<file path="src/rtl/sbs_pkg.sv">
// shared constants and types of the stack/branch bus sequencer
package sbs_pkg;
  // bus cycle addresses
  localparam logic [15:0] DUMMY_ADDR = 16'hffff; // internal cycle parks here
  localparam logic [15:0] TRAP_VEC_HI = 16'hfffa; // soft trap routine address, high byte
  localparam logic [15:0] TRAP_VEC_LO = 16'hfffb; // soft trap routine address, low byte
  // stack frame last byte indices and pull positions of the return address
  localparam logic [2:0] FULL_FRAME_LAST = 3'h6; // seven bytes, index 0..6
  localparam logic [2:0] SUB_FRAME_LAST = 3'h1; // return address only
  localparam logic [2:0] PULL_RET_HI_IDX = 3'h5; // pull index of return address high
  localparam logic [2:0] PULL_RET_LO_IDX = 3'h6; // pull index of return address low
  // fixed read-back of write-only registers
  localparam logic [7:0] WO_READ_VALUE = 8'hff;
  // reset values
  localparam logic [15:0] ADDR_RST = 16'hffff;
  localparam logic [15:0] WORD_RST = 16'h0000;
  localparam logic [7:0] BYTE_RST = 8'h00;
  localparam logic [2:0] CNT_RST = 3'h0;
  // timing: power-up hold of the clear pin, kept by the board
  localparam int CLK_HZ = 20_000_000;
  localparam int POWER_UP_HOLD_MS = 20;
  localparam longint POWER_UP_HOLD_CYCLES = (longint'(POWER_UP_HOLD_MS) * CLK_HZ) / 1000;
  // instruction groups handled here
  typedef enum logic [2:0] {
    OP_IDLE_IRQ = 3'b000, // idle_until_irq_op
    OP_RET_IRQ = 3'b001, // return_from_irq_op
    OP_SOFT_TRAP = 3'b010, // soft_trap_op
    OP_SLEEP = 3'b011, // sleep_op
    OP_BRANCH = 3'b100, // conditional branch
    OP_BR_SUB = 3'b101 // branch_to_sub_op
  } sbs_op_t;
  // sequencer states, one per step of the bus sequences; several steps share the read or the dummy pattern
  typedef enum logic [3:0] {
    ST_IDLE = 4'b0000,
    ST_FETCH1 = 4'b0001,
    ST_DUMMY = 4'b0010,
    ST_STACK = 4'b0011,
    ST_PULL = 4'b0100,
    ST_WAIT_IRQ = 4'b0101,
    ST_VEC_HI = 4'b0110,
    ST_VEC_LO = 4'b0111,
    ST_SLEEP = 4'b1000,
    ST_WAKE_DUMMY = 4'b1001,
    ST_OPFETCH = 4'b1010
  } sbs_state_t;
endpackage : sbs_pkg

</file>
<file path="src/rtl/sbs_sequencer.sv">
// bus sequencer for trap, interrupt-wait, return, sleep and branch groups
`timescale 1ns/10ps
module sbs_sequencer
  import sbs_pkg::*;
(
  // clock and resets
  input wire logic clk,
  input wire logic reset,
  input wire logic power_on_clear_n,
  input wire logic osc_running,
  // instruction issue from the core
  input wire logic start,
  input wire logic [2:0] op_kind,
  input wire logic [15:0] op_addr,
  input wire logic [15:0] stack_ptr,
  input wire logic branch_taken,
  // register values to stack
  input wire logic [15:0] index_reg,
  input wire logic [7:0] acc_a,
  input wire logic [7:0] acc_b,
  input wire logic [7:0] flags,
  // wake events
  input wire logic irq_req,
  input wire logic [15:0] irq_vector,
  input wire logic wake_req,
  // external bus
  input wire logic [7:0] data_in,
  input wire logic wo_hit,
  output logic [15:0] addr_ff,
  output logic rw_ff,
  output logic rd_n_ff,
  output logic wr_n_ff,
  output logic opcode_fetch_n_ff,
  output logic [7:0] dout_ff,
  // results to the core
  output logic [7:0] rd_data_ff,
  output logic rd_valid_ff,
  output logic busy,
  output logic done,
  output logic waiting,
  output logic sleeping
);
  logic clr; // combined internal clear
  sbs_state_t state_ff; // cycle now on the bus
  sbs_state_t nxt_state;
  logic [2:0] cnt_ff; // byte index in stack or pull run
  logic [2:0] nxt_cnt;
  sbs_op_t kind_ff; // latched instruction group
  logic [15:0] pc_ff; // latched opcode address
  logic [15:0] sp_ff; // latched stack pointer
  logic taken_ff; // latched branch condition
  logic [15:0] target_ff; // address of the closing opcode fetch
  logic [15:0] nxt_target;
  logic [15:0] vec_ff; // vector pair address
  logic [15:0] nxt_vec;
  logic [15:0] ret_addr; // return address to stack
  logic [15:0] nxt_addr;
  logic nxt_rw;
  logic nxt_lir_n;
  logic [7:0] nxt_dout;
  logic [15:0] rel_target; // pc plus 2 plus signed offset
  logic [7:0] rd_byte; // read byte as the core sees it

  // clear pin handling lives in its own module
  sbs_clear_sync u_clear (
    .clk(clk),
    .reset(reset),
    .power_on_clear_n(power_on_clear_n),
    .osc_running(osc_running),
    .internal_clear(clr)
  );

  // picks the byte for stack slot k of the frame
  function automatic logic [7:0] frame_byte(input logic [2:0] k, input logic [15:0] ret,
                                            input logic [15:0] ix, input logic [7:0] a,
                                            input logic [7:0] b, input logic [7:0] cc);
    case (k)
      3'h0: frame_byte = ret[7:0];
      3'h1: frame_byte = ret[15:8];
      3'h2: frame_byte = ix[7:0];
      3'h3: frame_byte = ix[15:8];
      3'h4: frame_byte = a;
      3'h5: frame_byte = b;
      default: frame_byte = cc;
    endcase
  endfunction : frame_byte

  // subroutine branch returns past its offset; traps return past the opcode
  assign ret_addr = (kind_ff == OP_BR_SUB) ? pc_ff + 16'h0002 : pc_ff + 16'h0001;
  assign rd_byte = wo_hit ? WO_READ_VALUE : data_in;
  assign rel_target = pc_ff + 16'h0002 + {{8{rd_byte[7]}}, rd_byte};

  // next cycle selection
  always_comb begin
    nxt_state = state_ff;
    nxt_cnt = cnt_ff;
    nxt_target = target_ff;
    nxt_vec = vec_ff;
    case (state_ff)
      ST_IDLE: begin
        if (start) begin
          nxt_state = ST_FETCH1;
        end
      end
      ST_FETCH1: begin
        // offset byte is on data_in now
        nxt_state = ST_DUMMY;
        if (kind_ff == OP_BRANCH) begin
          nxt_target = taken_ff ? rel_target : pc_ff + 16'h0002;
        end else if (kind_ff == OP_BR_SUB) begin
          nxt_target = rel_target;
        end
      end
      ST_DUMMY: begin
        nxt_cnt = CNT_RST;
        case (kind_ff)
          OP_IDLE_IRQ, OP_SOFT_TRAP, OP_BR_SUB: nxt_state = ST_STACK;
          OP_RET_IRQ: nxt_state = ST_PULL;
          OP_SLEEP: nxt_state = ST_SLEEP;
          default: nxt_state = ST_OPFETCH;
        endcase
      end
      ST_STACK: begin
        if (kind_ff == OP_BR_SUB && cnt_ff == SUB_FRAME_LAST) begin
          nxt_state = ST_OPFETCH;
        end else if (cnt_ff == FULL_FRAME_LAST) begin
          if (kind_ff == OP_SOFT_TRAP) begin
            nxt_state = ST_VEC_HI;
            nxt_vec = TRAP_VEC_HI;
          end else begin
            nxt_state = ST_WAIT_IRQ;
          end
        end else begin
          nxt_cnt = cnt_ff + 3'h1;
        end
      end
      ST_PULL: begin
        // restored return address feeds the closing fetch
        if (cnt_ff == PULL_RET_HI_IDX) begin
          nxt_target = {rd_byte, target_ff[7:0]};
        end
        if (cnt_ff == PULL_RET_LO_IDX) begin
          nxt_target = {target_ff[15:8], rd_byte};
          nxt_state = ST_OPFETCH;
        end else begin
          nxt_cnt = cnt_ff + 3'h1;
        end
      end
      ST_WAIT_IRQ: begin
        // frame already stacked, so go straight to the vector
        if (irq_req) begin
          nxt_state = ST_VEC_HI;
          nxt_vec = irq_vector;
        end
      end
      ST_VEC_HI: begin
        nxt_target = {rd_byte, target_ff[7:0]};
        nxt_state = ST_VEC_LO;
      end
      ST_VEC_LO: begin
        nxt_target = {target_ff[15:8], rd_byte};
        nxt_state = ST_OPFETCH;
      end
      ST_SLEEP: begin
        if (wake_req) begin
          nxt_state = ST_WAKE_DUMMY;
        end
      end
      ST_WAKE_DUMMY: begin
        nxt_target = pc_ff + 16'h0001;
        nxt_state = ST_OPFETCH;
      end
      ST_OPFETCH: begin
        nxt_state = ST_IDLE;
      end
      default: begin
        nxt_state = ST_IDLE;
      end
    endcase
  end

  // bus pattern of the next cycle, so the pins come from flip-flops
  always_comb begin
    nxt_addr = DUMMY_ADDR;
    nxt_rw = 1'b1;
    nxt_lir_n = 1'b1;
    nxt_dout = BYTE_RST;
    case (nxt_state)
      ST_FETCH1: begin
        nxt_addr = (state_ff == ST_IDLE) ? op_addr + 16'h0001 : pc_ff + 16'h0001;
      end
      ST_STACK: begin
        nxt_addr = sp_ff - {13'h0000, nxt_cnt};
        nxt_rw = 1'b0;
        nxt_dout = frame_byte(nxt_cnt, ret_addr, index_reg, acc_a, acc_b, flags);
      end
      ST_PULL: begin
        nxt_addr = sp_ff + 16'h0001 + {13'h0000, nxt_cnt};
      end
      ST_VEC_HI: begin
        nxt_addr = nxt_vec;
      end
      ST_VEC_LO: begin
        nxt_addr = vec_ff + 16'h0001;
      end
      ST_OPFETCH: begin
        nxt_addr = nxt_target;
        nxt_lir_n = 1'b0;
      end
      default: begin
        // idle, dummy, wait and sleep all park on the dummy pattern
        nxt_addr = DUMMY_ADDR;
      end
    endcase
  end

  // sequencer state
  always_ff @(posedge clk) begin
    if (clr) begin
      state_ff <= ST_IDLE;
      cnt_ff <= CNT_RST;
      target_ff <= WORD_RST;
      vec_ff <= WORD_RST;
    end else begin
      state_ff <= nxt_state;
      cnt_ff <= nxt_cnt;
      target_ff <= nxt_target;
      vec_ff <= nxt_vec;
    end
  end

  // instruction context, caught at issue
  always_ff @(posedge clk) begin
    if (clr) begin
      kind_ff <= OP_BRANCH;
      pc_ff <= WORD_RST;
      sp_ff <= WORD_RST;
      taken_ff <= 1'b0;
    end else if (state_ff == ST_IDLE && start) begin
      kind_ff <= sbs_op_t'(op_kind);
      pc_ff <= op_addr;
      sp_ff <= stack_ptr;
      taken_ff <= branch_taken;
    end
  end

  // bus pins; strobes follow direction except on parked cycles
  always_ff @(posedge clk) begin
    if (clr) begin
      addr_ff <= ADDR_RST;
      rw_ff <= 1'b1;
      rd_n_ff <= 1'b1;
      wr_n_ff <= 1'b1;
      opcode_fetch_n_ff <= 1'b1;
      dout_ff <= BYTE_RST;
    end else begin
      addr_ff <= nxt_addr;
      rw_ff <= nxt_rw;
      rd_n_ff <= ~nxt_rw | (nxt_state inside {ST_IDLE, ST_DUMMY, ST_WAIT_IRQ, ST_SLEEP, ST_WAKE_DUMMY});
      wr_n_ff <= nxt_rw;
      opcode_fetch_n_ff <= nxt_lir_n;
      dout_ff <= nxt_dout;
    end
  end

  // read data to the core; write-only registers give a fixed pattern
  always_ff @(posedge clk) begin
    if (clr) begin
      rd_data_ff <= BYTE_RST;
      rd_valid_ff <= 1'b0;
    end else begin
      rd_valid_ff <= rw_ff & ~rd_n_ff;
      if (rw_ff && !rd_n_ff) begin
        rd_data_ff <= rd_byte;
      end
    end
  end

  // status toward the core
  assign busy = (state_ff != ST_IDLE);
  assign done = (state_ff == ST_OPFETCH);
  assign waiting = (state_ff == ST_WAIT_IRQ); // halt must stay off meanwhile
  assign sleeping = (state_ff == ST_SLEEP);
endmodule : sbs_sequencer

</file>
<file path="src/rtl/sbs_clear_sync.sv">
// power-on clear synchroniser gated by oscillator start
`timescale 1ns/10ps
module sbs_clear_sync
  import sbs_pkg::*;
(
  // clock and reset
  input wire logic clk,
  input wire logic reset,
  // clear pin and oscillator state
  input wire logic power_on_clear_n,
  input wire logic osc_running,
  // internal clear, level
  output logic internal_clear
);
  logic meta_ff; // first stage, read only by sync_ff
  logic sync_ff; // second stage, safe to use
  // two-stage sampling of the clear pin on the internal clock
  always_ff @(posedge clk) begin
    if (reset) begin
      meta_ff <= 1'b1;
      sync_ff <= 1'b1;
    end else begin
      meta_ff <= power_on_clear_n;
      sync_ff <= meta_ff;
    end
  end
  // a stopped oscillator cannot clear anything, so gate on it
  assign internal_clear = reset | (osc_running & ~sync_ff);
endmodule : sbs_clear_sync

</file>
<file path="config.mk">
export PLATFORM = sky130hd
export DESIGN_NAME = sbs_sequencer
export DESIGN_NICKNAME = d
export VERILOG_FILES = /design/src/rtl/sbs_pkg.sv /design/src/rtl/sbs_sequencer.sv /design/src/rtl/sbs_clear_sync.sv
export SDC_FILE = /design/constraint.sdc
export NUM_CORES = 1
export LEC_CHECK = 0
export BUFFER_PORTS_ARGS = -buffer_cell sky130_fd_sc_hd__buf_2
export CAP_MARGIN = 20
export CORE_UTILIZATION = 35
export DETAILED_ROUTE_END_ITERATION = 8
export PLACE_DENSITY = 0.64
export SETUP_SLACK_MARGIN = 0.4
export SYNTH_ARGS = -nofsm -noshare
export SYNTH_HDL_FRONTEND = slang
export SYNTH_SLANG_ARGS = --single-unit
</file>
<file path="constraint.sdc">
create_clock -name clk -period 3.88 [get_ports clk]
set_input_delay 0.776 -clock clk [delete_from_list [all_inputs] [get_ports clk]]
set_output_delay 0.776 -clock clk [all_outputs]
set_load 0.1 [all_outputs]
</file>
==> flow_metrics.tcl <==
set metrics [dict create \
    outcome "finished, final reports clean" \
    numCtsBuffers 17 \
    port_buffers 148 \
    dr.first_iter.drc_count 771 \
    seq_area_um2 2290 \
    min_path_type "flip-flop to flip-flop" \
    fin_setup_tns_ns 0 \
    switchingPower_mw 2.020 \
    diodes 0 \
    synth_edf_count 0 \
    ant_nets 0 \
    clock-root-buffer "clkbuf_16" \
    drc 0 \
    async_flop_share_pct 0 \
    grtUsageTotal_pct 26.58 \
    initial_core_util_pct 35.88 \
    fin_hold_ws_ns 0.4261 \
    die_w_um 157.4 \
    dr.pass1.iters 5 \
    fp-row-count 56 \
    fin_area_um2 10680 \
    grt_max_degree 67 \
    wire_per_inst_um 20.14 \
    postSynthCellCount 1121 \
    yosysMostFrequentCell "nand2_1" \
    finalCriticalPeriod_ns 3.475 \
    layout.nets 1434 \
    place_congestion 0.9950 \
    ys_warn_count 0 \
    power_frac_seq_pct 28.4 \
    ys_seq_elements 113 \
    dpl.hpwl_um 25190 \
    pwr-share-comb_pct 37.2 \
    vias 9069 \
    ir_worst_vdd_mv 0.3031 \
    synthesis.nets 1261 \
    clkTransAtPathRegs_ns 0.06 \
    synth_area_um2 8448 \
    yosys.area.top_type "dfxtp_1" \
    drv_cap 0 \
    intPower_mw 2.866 \
    h-tree-depth 4 \
    power_density_nw_per_um2 457.7 \
    die-area_um2 24760 \
    overflow 0 \
    swShare_pct 41.34 \
    p_clk_share_pct 34.5 \
    wirelength_um 32750 \
    critical_path.endpoint_type "flip-flop" \
    syn_avg_cell_area_um2 7.536 \
    io-pin-count 149 \
    cts_tree "built" \
    synth-main-ff-cell "dfxtp_1" \
    arrival_ns 3.77 \
    yosys.area.top_type_share_pct 26.78 \
    die_h_um 157.4 \
    ys_types 87 \
    hold_viol 0 \
    relSlewSlack_pct 30.83 \
    skew_ns 0.009775 \
    start_kind "flip-flop" \
    yosys-top-cells-area "dfxtp_1 27%, nand2_1 7.8%, a21oi_1 6.0%" \
    placed_cell_area_um2 9752 \
    dp_slack_ns 0.2123 \
    drive_gt1_share_pct 25.40 \
    leakage_nw 4.418 \
    multi_input_area_um2 5889 \
    seq_area_frac_synth_pct 26.78 \
    clock-sinks 113 \
    antenna_found_initial 0 \
    fillers 2428 \
    final-setup-viol-count 0 \
    ctsLongestPathBuffers 2 \
    grt_pass1_vias 8450 \
    clk_latency_ns 0.43 \
    path_max_fanout 18 \
    worst_slew_pin_slew_ns 1.034 \
    viasPerCell 5.577 \
    core_area_um2 23540 \
    crit_required_ns 4.17 \
    fin_util_pct 45.35 \
    critical_path_class "flip-flop to flip-flop" \
    area_growth_pct 26.38 \
    drv_slew 0 \
    cts_hold_buf 0 \
    ys_top_cells_by_count "175 x nand2_1, 113 x dfxtp_1, 107 x nor2_1, 101 x a21oi_1, 53 x xnor2_1" \
    timing.final.crit_share_pct 89.57 \
    grt_pass1_wl_um 49420 \
    rsz0062_at_grt "true" \
    fin_ws_ns 0.4048 \
    max_freq_ghz 0.2877 \
]
layout make-up:
class / count / share of cell area [%]
Multi-Input combinational cell: 901 / 55.16
Clock buffer: 17 / 3.985
Timing Repair Buffer: 226 / 12.56
Tap cell: 319 / 3.738
Inverter: 35 / 1.301
Clock inverter: 15 / 1.805
Sequential cell: 113 / 21.45
repair_timing:
item | in CTS | in global routing
resized for setup | 26 | 21
buffers inserted | 6 | 13
setup endpoints to repair | 8 | 13
pin swaps | 12 | 19
cloned | 0 | 0
power groups by stage:
stage	combinational, mW	clock [mW]	sequential (mW)
6_report	1.82	1.68	1.39
3_5_place_dp	1.74	0	1.40
4_1_cts	1.76	1.70	1.38
3_3_place_gp	1.74	0	1.40
5_1_grt	1.94	1.76	1.40
2_1_floorplan	0.923	0	1.73
worst max-delay path: stages (launching register included):
cell	delay, ns
dfxtp_4	0.39
or3b_4	0.40
a21oi_4	0.23
buf_4	0.15
buf_4	0.10
a21oi_4	0.06
buf_6	0.17
ha_4	0.32
nor2b_4	0.05
or3_4	0.38
or3_4	0.38
nor3_4	0.18
xnor2_1	0.14
o22ai_1	0.10
a21oi_1	0.14
o2111ai_1	0.13
path summary, 6_finish.rpt:
| kind | from | to | slack, ns | cells after the start |
|---|---|---|---|---|
| setup / recovery | state_ff[2]$_SDFF_PP0_ | addr_ff[12]$_SDFF_PP1_ | 0.40 | 15 |
| hold / removal | u_clear.meta_ff$_SDFF_PP1_ | u_clear.sync_ff$_SDFF_PP1_ | 0.43 | 1 |
| setup reg to reg | state_ff[2]$_SDFF_PP0_ | addr_ff[12]$_SDFF_PP1_ | 0.40 | 15 |
| hold reg to reg | u_clear.meta_ff$_SDFF_PP1_ | u_clear.sync_ff$_SDFF_PP1_ | 0.43 | 1 |
metal layers:
layer	up-vias	track usage [%]	wire (um)
met5	-	0	0
met1	4232	34.28	14160
li1	4341	-	-
met3	66	4.846	2313
met2	430	43.68	15170
met4	0	10.40	1105
cell families after synthesis:
| group | after synthesis | share of synthesized area (%) |
|---|---|---|
| AO/OA/AOI/OAI | 307 | 24.25 |
| AND/OR/NAND/NOR | 439 | 24.60 |
| XOR/XNOR | 93 | 9.642 |
| buffers and inverters | 107 | 5.569 |
| multiplexers | 30 | 4.162 |
| adder cells (fa/ha/maj) | 32 | 5.006 |
| flip-flops | 113 | 26.78 |
cell usage in the layout, fill, tap and decap left out, types with 8 or more instances in the layout:
| master | count |
|---|---|
| nor2_1 | 105 |
| inv_1 | 29 |
| xnor2_1 | 53 |
| buf_4 | 75 |
| nand2_1 | 175 |
| a21oi_1 | 101 |
| and2_1 | 8 |
| a221oi_1 | 14 |
| buf_2 | 148 |
| xor2_1 | 40 |
| o22ai_1 | 18 |
| clkbuf_16 | 17 |
| a211oi_1 | 15 |
| o21ai_0 | 46 |
| o2111ai_1 | 9 |
| dfxtp_1 | 103 |
| or3_1 | 9 |
| nor3_1 | 15 |
| ha_1 | 24 |
| mux2i_1 | 22 |
| nand4_1 | 10 |
| nand3_1 | 34 |
| and3_1 | 14 |
| nor2b_1 | 9 |
| o211ai_1 | 16 |
state kept, by name, indices dropped and copies added (netlist names), 3 cells and up:
name / count
addr_ff: 16
pc_ff: 16
state_ff: 4
kind_ff: 3
dout_ff: 8
vec_ff: 16
cnt_ff: 3
sp_ff: 16
rd_data_ff: 8
target_ff: 16
per-stage QoR:
| step | total power, mW | cells |
|---|---|---|
| after detailed placement | 3.141 | 1575 |
| after global placement | 3.148 | 1575 |
| after CTS | 4.843 | 1613 |
| after floorplan | 2.649 | 1121 |
| after global routing | 5.090 | 1626 |
| final | 4.887 | 1626 |
Note: power is estimated with default switching activity, not from simulation.
